==> config.mk <==
export PLATFORM = sky130hd
export DESIGN_NAME = protection_config_telemetry_regs
export DESIGN_NICKNAME = d
export VERILOG_FILES = /design/src/pkg/telemetry_regs_pkg.sv /design/src/logic/peak_hold.sv /design/src/logic/setup_decode.sv /design/src/logic/protection_config_telemetry_regs.sv
export SDC_FILE = /design/constraint.sdc
export NUM_CORES = 1
export LEC_CHECK = 0
export ABC_AREA = 1
export BUFFER_PORTS_ARGS = -buffer_cell sky130_fd_sc_hd__buf_4
export CAP_MARGIN = 40
export CORE_UTILIZATION = 50
export CTS_CLUSTER_DIAMETER = 200
export DETAILED_ROUTE_END_ITERATION = 10
export HOLD_SLACK_MARGIN = 0.1
export MAX_ROUTING_LAYER = met4
export PLACE_DENSITY = 0.85
export SYNTH_ARGS = -nofsm -noshare
export SYNTH_HDL_FRONTEND = slang
export SYNTH_SLANG_ARGS = --single-unit
==> constraint.sdc <==
create_clock -name clk -period 2.3 [get_ports clk]
set_input_delay 0.23 -clock clk [delete_from_list [all_inputs] [get_ports clk]]
set_output_delay 0.23 -clock clk [all_outputs]
set_load 0.02 [all_outputs]
==> src/pkg/telemetry_regs_pkg.sv <==
package telemetry_regs_pkg;

    // ----------------------------------------------------------------
    // Command codes
    // ----------------------------------------------------------------
    localparam logic [7:0] cmd_energy_accumulator_reading = 8'h86;
    localparam logic [7:0] cmd_input_voltage_reading      = 8'h88;
    localparam logic [7:0] cmd_input_current_reading      = 8'h89;
    localparam logic [7:0] cmd_output_voltage_reading     = 8'h8b;
    localparam logic [7:0] cmd_output_current_reading     = 8'h8c;
    localparam logic [7:0] cmd_temperature_reading        = 8'h8d;
    localparam logic [7:0] cmd_input_power_reading        = 8'h97;
    localparam logic [7:0] cmd_device_setup               = 8'hd0;
    localparam logic [7:0] cmd_peak_input_voltage         = 8'hd1;
    localparam logic [7:0] cmd_peak_output_current        = 8'hd2;
    localparam logic [7:0] cmd_peak_input_power           = 8'hd3;
    localparam logic [7:0] cmd_peak_temperature           = 8'hd4;
    localparam logic [7:0] cmd_peak_clear_command         = 8'hd5;
    localparam logic [7:0] cmd_report_averaging_select    = 8'hdd;
    localparam logic [7:0] cmd_peak_output_voltage        = 8'hfd;

    // ----------------------------------------------------------------
    // Reset values and field layout
    // ----------------------------------------------------------------
    localparam logic [15:0] setup_reset      = 16'h0000;
    localparam logic [3:0]  avg_reset        = 4'h0;
    localparam logic [15:0] peak_reset       = 16'h0000;
    localparam logic [15:0] setup_used_mask  = 16'hfbe3;
    localparam int          severe_filt_lsb  = 14;
    localparam int          iadc_dis_bit     = 13;
    localparam int          ss_cfg_lsb       = 11;
    localparam int          pg_th_lsb        = 8;
    localparam int          ocp_ratio_bit    = 7;
    localparam int          mocp_lsb         = 5;
    localparam int          warn_avg_lsb     = 0;
    localparam int          num_peaks        = 5;
    localparam int          ten_bit_w        = 10;

    // ----------------------------------------------------------------
    // Decoded setting encodings
    // ----------------------------------------------------------------
    typedef enum logic [1:0] {
        filt_10us  = 2'b00,
        filt_100us = 2'b01,
        filt_none  = 2'b10,
        filt_2us   = 2'b11
    } severe_filter_t;

    typedef enum logic [1:0] {
        mocp_100us  = 2'b00,
        mocp_250ms  = 2'b01,
        mocp_100ms  = 2'b10,
        mocp_12p5us = 2'b11
    } mocp_timeout_t;

    // Soft-start delays in microseconds and their cycle counts at 10 MHz.
    localparam int clk_period_ns  = 100;
    localparam int ss_2p5ms_us    = 2500;
    localparam int ss_12p5ms_us   = 12500;
    localparam int ss_22p5ms_us   = 22500;
    localparam int ss_2p5ms_cyc   = ss_2p5ms_us * 1000 / clk_period_ns;
    localparam int ss_12p5ms_cyc  = ss_12p5ms_us * 1000 / clk_period_ns;
    localparam int ss_22p5ms_cyc  = ss_22p5ms_us * 1000 / clk_period_ns;

    // Direct-format coefficients.
    localparam logic signed [15:0] volt_m = 16'sd7578;
    localparam logic signed [15:0] volt_b = 16'sd0;
    localparam logic signed [7:0]  volt_r = -8'sd2;
    localparam logic signed [15:0] temp_m = 16'sd199;
    localparam logic signed [15:0] temp_b = 16'sd7046;
    localparam logic signed [7:0]  temp_r = -8'sd2;
    localparam logic signed [15:0] curr_b = -16'sd4300;
    localparam logic signed [7:0]  curr_r = -8'sd3;
    localparam logic signed [15:0] pwr_b  = -16'sd9100;
    localparam logic signed [7:0]  pwr_r  = -8'sd2;

endpackage

==> src/logic/peak_hold.sv <==
`timescale 1ns/10ps
module peak_hold
    import telemetry_regs_pkg::*;
#(
    parameter int w = 16
) (
    input  wire logic         clk,
    input  wire logic         nrst,
    input  wire logic         sample_valid,
    input  wire logic [w-1:0] sample,
    input  wire logic         clear,
    output logic      [w-1:0] peak
);

    logic [w-1:0] peak_r;

    // A clear and a sample of any size in the same cycle keep the sample, so no event is lost.
    always_ff @(posedge clk or negedge nrst) begin
        if (!nrst) begin
            peak_r <= peak_reset[w-1:0];
        end else if (sample_valid && (clear || sample > peak_r)) begin
            peak_r <= sample;
        end else if (clear) begin
            peak_r <= peak_reset[w-1:0];
        end
    end

    assign peak = peak_r;

endmodule

==> src/logic/setup_decode.sv <==
`timescale 1ns/10ps
module setup_decode
    import telemetry_regs_pkg::*;
(
    input  wire logic [15:0] setup,
    input  wire logic [3:0]  avg_sel,
    output severe_filter_t   severe_filter,
    output logic             iadc_enable,
    output logic [23:0]      soft_start_cycles,
    output logic [1:0]       power_good_threshold_sel,
    output logic             severe_ratio_high,
    output mocp_timeout_t    mocp_timeout,
    output logic [3:0]       warn_avg_samples,
    output logic [15:0]      report_avg_samples
);

    always_comb begin
        severe_filter            = severe_filter_t'(setup[severe_filt_lsb +: 2]);
        iadc_enable              = !setup[iadc_dis_bit];
        power_good_threshold_sel = setup[pg_th_lsb +: 2];
        severe_ratio_high        = setup[ocp_ratio_bit];
        mocp_timeout             = mocp_timeout_t'(setup[mocp_lsb +: 2]);
        warn_avg_samples         = 4'h1 << setup[warn_avg_lsb +: 2];
        report_avg_samples       = 16'h0001 << avg_sel;
        unique case (setup[ss_cfg_lsb +: 2])
            2'b00:   soft_start_cycles = 24'(ss_2p5ms_cyc);
            2'b01:   soft_start_cycles = 24'(ss_12p5ms_cyc);
            default: soft_start_cycles = 24'(ss_22p5ms_cyc);
        endcase
    end

endmodule

==> src/logic/protection_config_telemetry_regs.sv <==
`timescale 1ns/10ps
// Notes on behaviour
// Setup register D0h, 16 bits, resets 0000h.
// Bits 15:14 select severe overcurrent deglitch.
// Bit 13 disables current converter.
// Bits 12:11 select soft-start delay.
// Bits 9:8 select power-good threshold pair.
// Bit 7 selects severe ratio 1.3/1.7.
// Bits 6:5 select moderate overcurrent timeout.
// Bits 1:0 select warning averaging count.
// Averaging register DDh, low nibble, 2^n samples.
// Host writes zero upper nibble; ignored.
// Peak registers D1h-D4h and FDh, read-only.
// Command D5h and reset peak_clear_command.
// Voltage and temperature direct-format coefficients.
// Current and power offsets and exponents.
// Readings two's complement; 10 or 16 bit.
// Peak replaced only by larger sample. A sample that arrives with a clear replaces it at any size.
// Setup bits 10 and 4 have no effect.
module protection_config_telemetry_regs
    import telemetry_regs_pkg::*;
(
    input  wire logic        clk,
    input  wire logic        nrst,
    // Command port from the bus protocol engine.
    input  wire logic        cmd_valid,
    input  wire logic [7:0]  cmd_code,
    input  wire logic        cmd_write,
    input  wire logic        cmd_send_byte,
    input  wire logic [15:0] cmd_wdata,
    output logic [15:0]      cmd_rdata,
    output logic             cmd_ack,
    output logic             cmd_nack,
    // Measurements from the converters.
    input  wire logic        meas_valid,
    input  wire logic [9:0]  meas_vin,
    input  wire logic [9:0]  meas_iin,
    input  wire logic [9:0]  meas_vout,
    input  wire logic [9:0]  meas_iout,
    input  wire logic [9:0]  meas_temp,
    input  wire logic [15:0] meas_pin,
    input  wire logic [15:0] meas_ein,
    // Decoded settings to the protection logic.
    output severe_filter_t   severe_filter,
    output logic             iadc_enable,
    output logic [23:0]      soft_start_cycles,
    output logic [1:0]       power_good_threshold_sel,
    output logic             severe_ratio_high,
    output mocp_timeout_t    mocp_timeout,
    output logic [3:0]       warn_avg_samples,
    output logic [15:0]      report_avg_samples
);

    // ----------------------------------------------------------------
    // Configuration registers
    // ----------------------------------------------------------------
    logic [15:0] setup_r;
    logic [3:0]  avg_r;
    logic        wr_setup;
    logic        wr_avg;
    logic        peak_clear_command;

    assign wr_setup    = cmd_valid && cmd_write && cmd_code == cmd_device_setup;
    assign wr_avg      = cmd_valid && cmd_write && cmd_code == cmd_report_averaging_select;
    assign peak_clear_command = cmd_valid && cmd_send_byte && cmd_code == cmd_peak_clear_command;

    // Unused bits are kept as written so a read returns them, but no decode looks at them.
    always_ff @(posedge clk or negedge nrst) begin
        if (!nrst) begin
            setup_r <= setup_reset;
        end else if (wr_setup) begin
            setup_r <= cmd_wdata;
        end
    end

    always_ff @(posedge clk or negedge nrst) begin
        if (!nrst) begin
            avg_r <= avg_reset;
        end else if (wr_avg) begin
            avg_r <= cmd_wdata[3:0];
        end
    end

    setup_decode u_decode (
        .setup                    (setup_r & setup_used_mask),
        .avg_sel                  (avg_r),
        .severe_filter            (severe_filter),
        .iadc_enable              (iadc_enable),
        .soft_start_cycles        (soft_start_cycles),
        .power_good_threshold_sel (power_good_threshold_sel),
        .severe_ratio_high        (severe_ratio_high),
        .mocp_timeout             (mocp_timeout),
        .warn_avg_samples         (warn_avg_samples),
        .report_avg_samples       (report_avg_samples)
    );

    // ----------------------------------------------------------------
    // Peak hold: vin, iout, pin, temp, vout
    // ----------------------------------------------------------------
    logic [15:0] peak_in  [num_peaks];
    logic [15:0] peak_val [num_peaks];

    assign peak_in[0] = {6'h00, meas_vin};
    assign peak_in[1] = {6'h00, meas_iout};
    assign peak_in[2] = meas_pin;
    assign peak_in[3] = {6'h00, meas_temp};
    assign peak_in[4] = {6'h00, meas_vout};

    genvar gi;
    generate
        for (gi = 0; gi < num_peaks; gi++) begin : g_peak
            peak_hold #(.w(16)) u_peak (
                .clk          (clk),
                .nrst         (nrst),
                .sample_valid (meas_valid),
                .sample       (peak_in[gi]),
                .clear        (peak_clear_command),
                .peak         (peak_val[gi])
            );
        end
    endgenerate

    // ----------------------------------------------------------------
    // Readback
    // ----------------------------------------------------------------
    logic [15:0] rdata_nxt;
    logic        hit;
    logic [15:0] rdata_r;
    logic        ack_r;
    logic        nack_r;

    // Readings arrive already in direct format; 10-bit values sit in the low bits.
    always_comb begin
        hit       = 1'b1;
        rdata_nxt = 16'h0000;
        unique case (cmd_code)
            cmd_energy_accumulator_reading: rdata_nxt = meas_ein;
            cmd_input_voltage_reading:      rdata_nxt = {6'h00, meas_vin};
            cmd_input_current_reading:      rdata_nxt = {6'h00, meas_iin};
            cmd_output_voltage_reading:     rdata_nxt = {6'h00, meas_vout};
            cmd_output_current_reading:     rdata_nxt = {6'h00, meas_iout};
            cmd_temperature_reading:        rdata_nxt = {6'h00, meas_temp};
            cmd_input_power_reading:        rdata_nxt = meas_pin;
            cmd_device_setup:               rdata_nxt = setup_r;
            cmd_peak_input_voltage:         rdata_nxt = peak_val[0];
            cmd_peak_output_current:        rdata_nxt = peak_val[1];
            cmd_peak_input_power:           rdata_nxt = peak_val[2];
            cmd_peak_temperature:           rdata_nxt = peak_val[3];
            cmd_report_averaging_select:    rdata_nxt = {12'h000, avg_r};
            cmd_peak_output_voltage:        rdata_nxt = peak_val[4];
            cmd_peak_clear_command:         rdata_nxt = 16'h0000;
            default:                        hit = 1'b0;
        endcase
    end

    // Writes to read-only codes are refused so the host sees the mistake.
    logic legal;
    always_comb begin
        if (cmd_send_byte) begin
            legal = cmd_code == cmd_peak_clear_command;
        end else if (cmd_write) begin
            legal = cmd_code == cmd_device_setup || cmd_code == cmd_report_averaging_select;
        end else begin
            legal = hit && cmd_code != cmd_peak_clear_command;
        end
    end

    always_ff @(posedge clk or negedge nrst) begin
        if (!nrst) begin
            rdata_r <= 16'h0000;
        end else if (cmd_valid && !cmd_write && !cmd_send_byte) begin
            rdata_r <= rdata_nxt;
        end
    end

    always_ff @(posedge clk or negedge nrst) begin
        if (!nrst) begin
            ack_r  <= 1'b0;
            nack_r <= 1'b0;
        end else begin
            ack_r  <= cmd_valid && legal;
            nack_r <= cmd_valid && !legal;
        end
    end

    assign cmd_rdata = rdata_r;
    assign cmd_ack   = ack_r;
    assign cmd_nack  = nack_r;

endmodule

==> run summary <==
Number of ports placed on the die boundary - 182
Highest fanout seen on the critical path - 16
Chip height - 121 um
Vias after detailed routing - 7434
Vias per cell - 5.51
Seq/Total Area, Yosys - 0.330
Cell count after synthesis - 1013
Standard cell core area - 13900 um2
Slew at the pin closest to its max-slew limit - 634 ps
PortBufs - 167
Most common library cell in the layout ignoring fill and taps - sky130_fd_sc_hd__nand2_1
Post-route fraction of the period consumed by the critical path - 0.858
Top library cells by usage in the layout, fill and taps aside - sky130_fd_sc_hd__nand2_1 (344), sky130_fd_sc_hd__buf_4 (175), sky130_fd_sc_hd__nand3_1 (118)
Pre-antenna DRT Iters - 6
Number of CTS-inserted buffers - 9
Count of distinct cell types in the synthesized netlist - 35
P per Cell Area - 784 nW/um2
Total design power - 6.80 mW
Synth warn - 0
Count of flip-flops with a built-in enable after synthesis - 0
Arrival time at the worst endpoint - 2270 ps
Post-CTS Resized - 0
Dominant register cell in the synthesized netlist - sky130_fd_sc_hd__dfrtp_1
Area of the die - 14700 um2
Leakage Power - 4.82 nW
Final standard cell area without fillers - 8680 um2
Most repeated library cell on the critical path - sky130_fd_sc_hd__nand2_1
Non-filler cells, final - 1350
Kind of launch point of the worst setup path - register
Relative slew slack - 0.577
Antenna violations before repair - 0
Row Count - 43
Fraction of layout instances using a drive strength above 1 - 0.203
Synth async-reset ratio - 1.00
Global router's overall resource usage - 0.327
TritonCTS sink count - 94
Dpl cells - 1332
Final Hold Viols - 0
Area post-placement - 8380 um2
Global route total overflow - 0
Nets@finish - 1334
Average detailed-routed wire length per instance - 16.9 um
Maximum number of pins on one net before global-route repair - 70
Number of global-route vias before repair - 6792
Min Clock Period, post-route - 1970 ps
Setup repair after global routing missed its margin - false
Worst Path Class, Setup - register to register
Chain of cells forming the critical path - inv_1 > ha_1 > nand4_1 > nor2_1 > nand3_1 > a31oi_4 > nand2_1 > nand2_1
Worst-case vdd ir drop - 0.000359 V
Initial core utilization - 0.513
Initial DRC count - 764
Mean area per synthesized cell - 7.03 um2
Critical-path cell with the highest stage delay - sky130_fd_sc_hd__a31oi_4
Number of setup buffers added after CTS - 0
Clock Tree Root - sky130_fd_sc_hd__clkbuf_16
Clock insertion delay at the later pin of the skew report - 360 ps
Antenna-violating nets left - 0
First-pass GRT wire length - 35.3 mm
Detailed placement HPWL - 18.0 mm
Clock Tree Buf Depth - 2
Fmax - 507 MHz
CTS tree - done
Ant. Diodes - 0
Final setup vio count - 0
CP endpoint kind - register
Hold Path Class - input pin to register
Clock-pin slew of the registers on the worst-case setup and hold paths - 70 ps
Final Max Tran Viols - 0
Outcome - completed
Total number of H-tree levels - 3
Layout overhead on the synthesized area - 21.9%
Final WL - 22.8 mm
Layout fillers - 1300
Post-synthesis register bit count - 94
Highest cell delay on the worst timing path - 530 ps
DRC violations left - 0
Global placement routability congestion - 1.02
Critical path data required time - 2600 ps
Aggregate negative setup slack - 0 ps
Horizontal die dimension - 121 um
Clock tree skew after final layout - 7.44 ps
Number of maximum-capacitance constraint violations - 0
Area of the mapped netlist - 7120 um2
Hold buffer count at CTS - 3
-- synth_stat cells, drive strengths merged, types with 7 or more instances --
library cell / number / share of area
nand2: 355 / 0.20
inv: 125 / 0.067
nand3: 118 / 0.083
dfrtp: 94 / 0.33
nor2: 90 / 0.058
ha: 56 / 0.098
buf: 39 / 0.043
a21oi: 34 / 0.024
o21ai: 29 / 0.020
nand4: 16 / 0.016
nor3: 11 / 0.0084
clkbuf: 10 / 0.0058
o211ai: 7 / 0.0074
-- logic make-up (layout without fill, tap and decap cells) --
kind of cell,Yosys count,in the layout,synth area share
compound gates,87,87,0.0785
other cells,2,14,0.00105
simple gates,595,595,0.365
fa+ha+maj,56,56,0.0984
flops,94,94,0.330
buf+inv,174,319,0.116
mux,5,5,0.0105
-- final timing paths --
check,cells after the start,start,slack [ps],end
setup / recovery,8,g_peak[2].u_peak.peak[15]$_DFFE_PN0P_,330,g_peak[2].u_peak.peak[1]$_DFFE_PN0P_
hold / removal,2,cmd_wdata[14],110,setup_r[14]$_DFFE_PN0P_
setup reg to reg,8,g_peak[2].u_peak.peak[15]$_DFFE_PN0P_,330,g_peak[2].u_peak.peak[1]$_DFFE_PN0P_
hold reg to reg,2,g_peak[3].u_peak.peak[5]$_DFFE_PN0P_,470,g_peak[3].u_peak.peak[5]$_DFFE_PN0P_
max in group asynchronous,3,nrst,1260,g_peak[1].u_peak.peak[0]$_DFFE_PN0P_
min in group asynchronous,2,nrst,330,g_peak[2].u_peak.peak[6]$_DFFE_PN0P_
-- through the flow --
step	utilization	hold slack, ps	setup slack (ps)
detailed placement	0.603	171	275
global route	0.625	113	124
CTS	0.625	108	359
finish	0.625	108	327
floorplan	-	-65.6	670
global placement	0.603	167	249
-- registers in the layout, indices dropped and copies added (netlist names) --
register	cells
g_peak.u_peak.peak	56
cmd_rdata	16
setup_r	16
avg_r	4
cmd_ack	1
cmd_nack	1
-- critical path: cells and delay by family, from the launching register on --
kind,cells,cell delay [ps]
compound gates,1,530
fa+ha+maj,1,310
buf+inv,1,60
flops,1,340
simple gates,5,670
-- report_power, final --
part	total, mW	switching (mW)	internal [mW]	leakage [nW]
registers	2.54	0.390	2.15	1.18
logic	2.82	1.76	1.06	3.51
clock network	1.44	0.708	0.737	0.126
total	6.80	2.86	3.94	4.82
-- routing by layer --
layer	vias up	GRT usage	share of wire
met5	-	-	0
met4	0	0.132	0.031
met3	43	0.0428	0.10
met2	431	0.510	0.46
met1	3437	0.429	0.41
li1	3523	-	-
-- area by class of cell --
type	instances	area, um2	area share
inverter	125	477	0.0549
clock buffer	9	225	0.0259
sequential	94	2350	0.271
timing repair buffer	179	1360	0.157
clock inverter	6	47.5	0.00548
tap	180	225	0.0259
multi-input combinational	757	3990	0.460
Power figures use the tool's default switching activity.
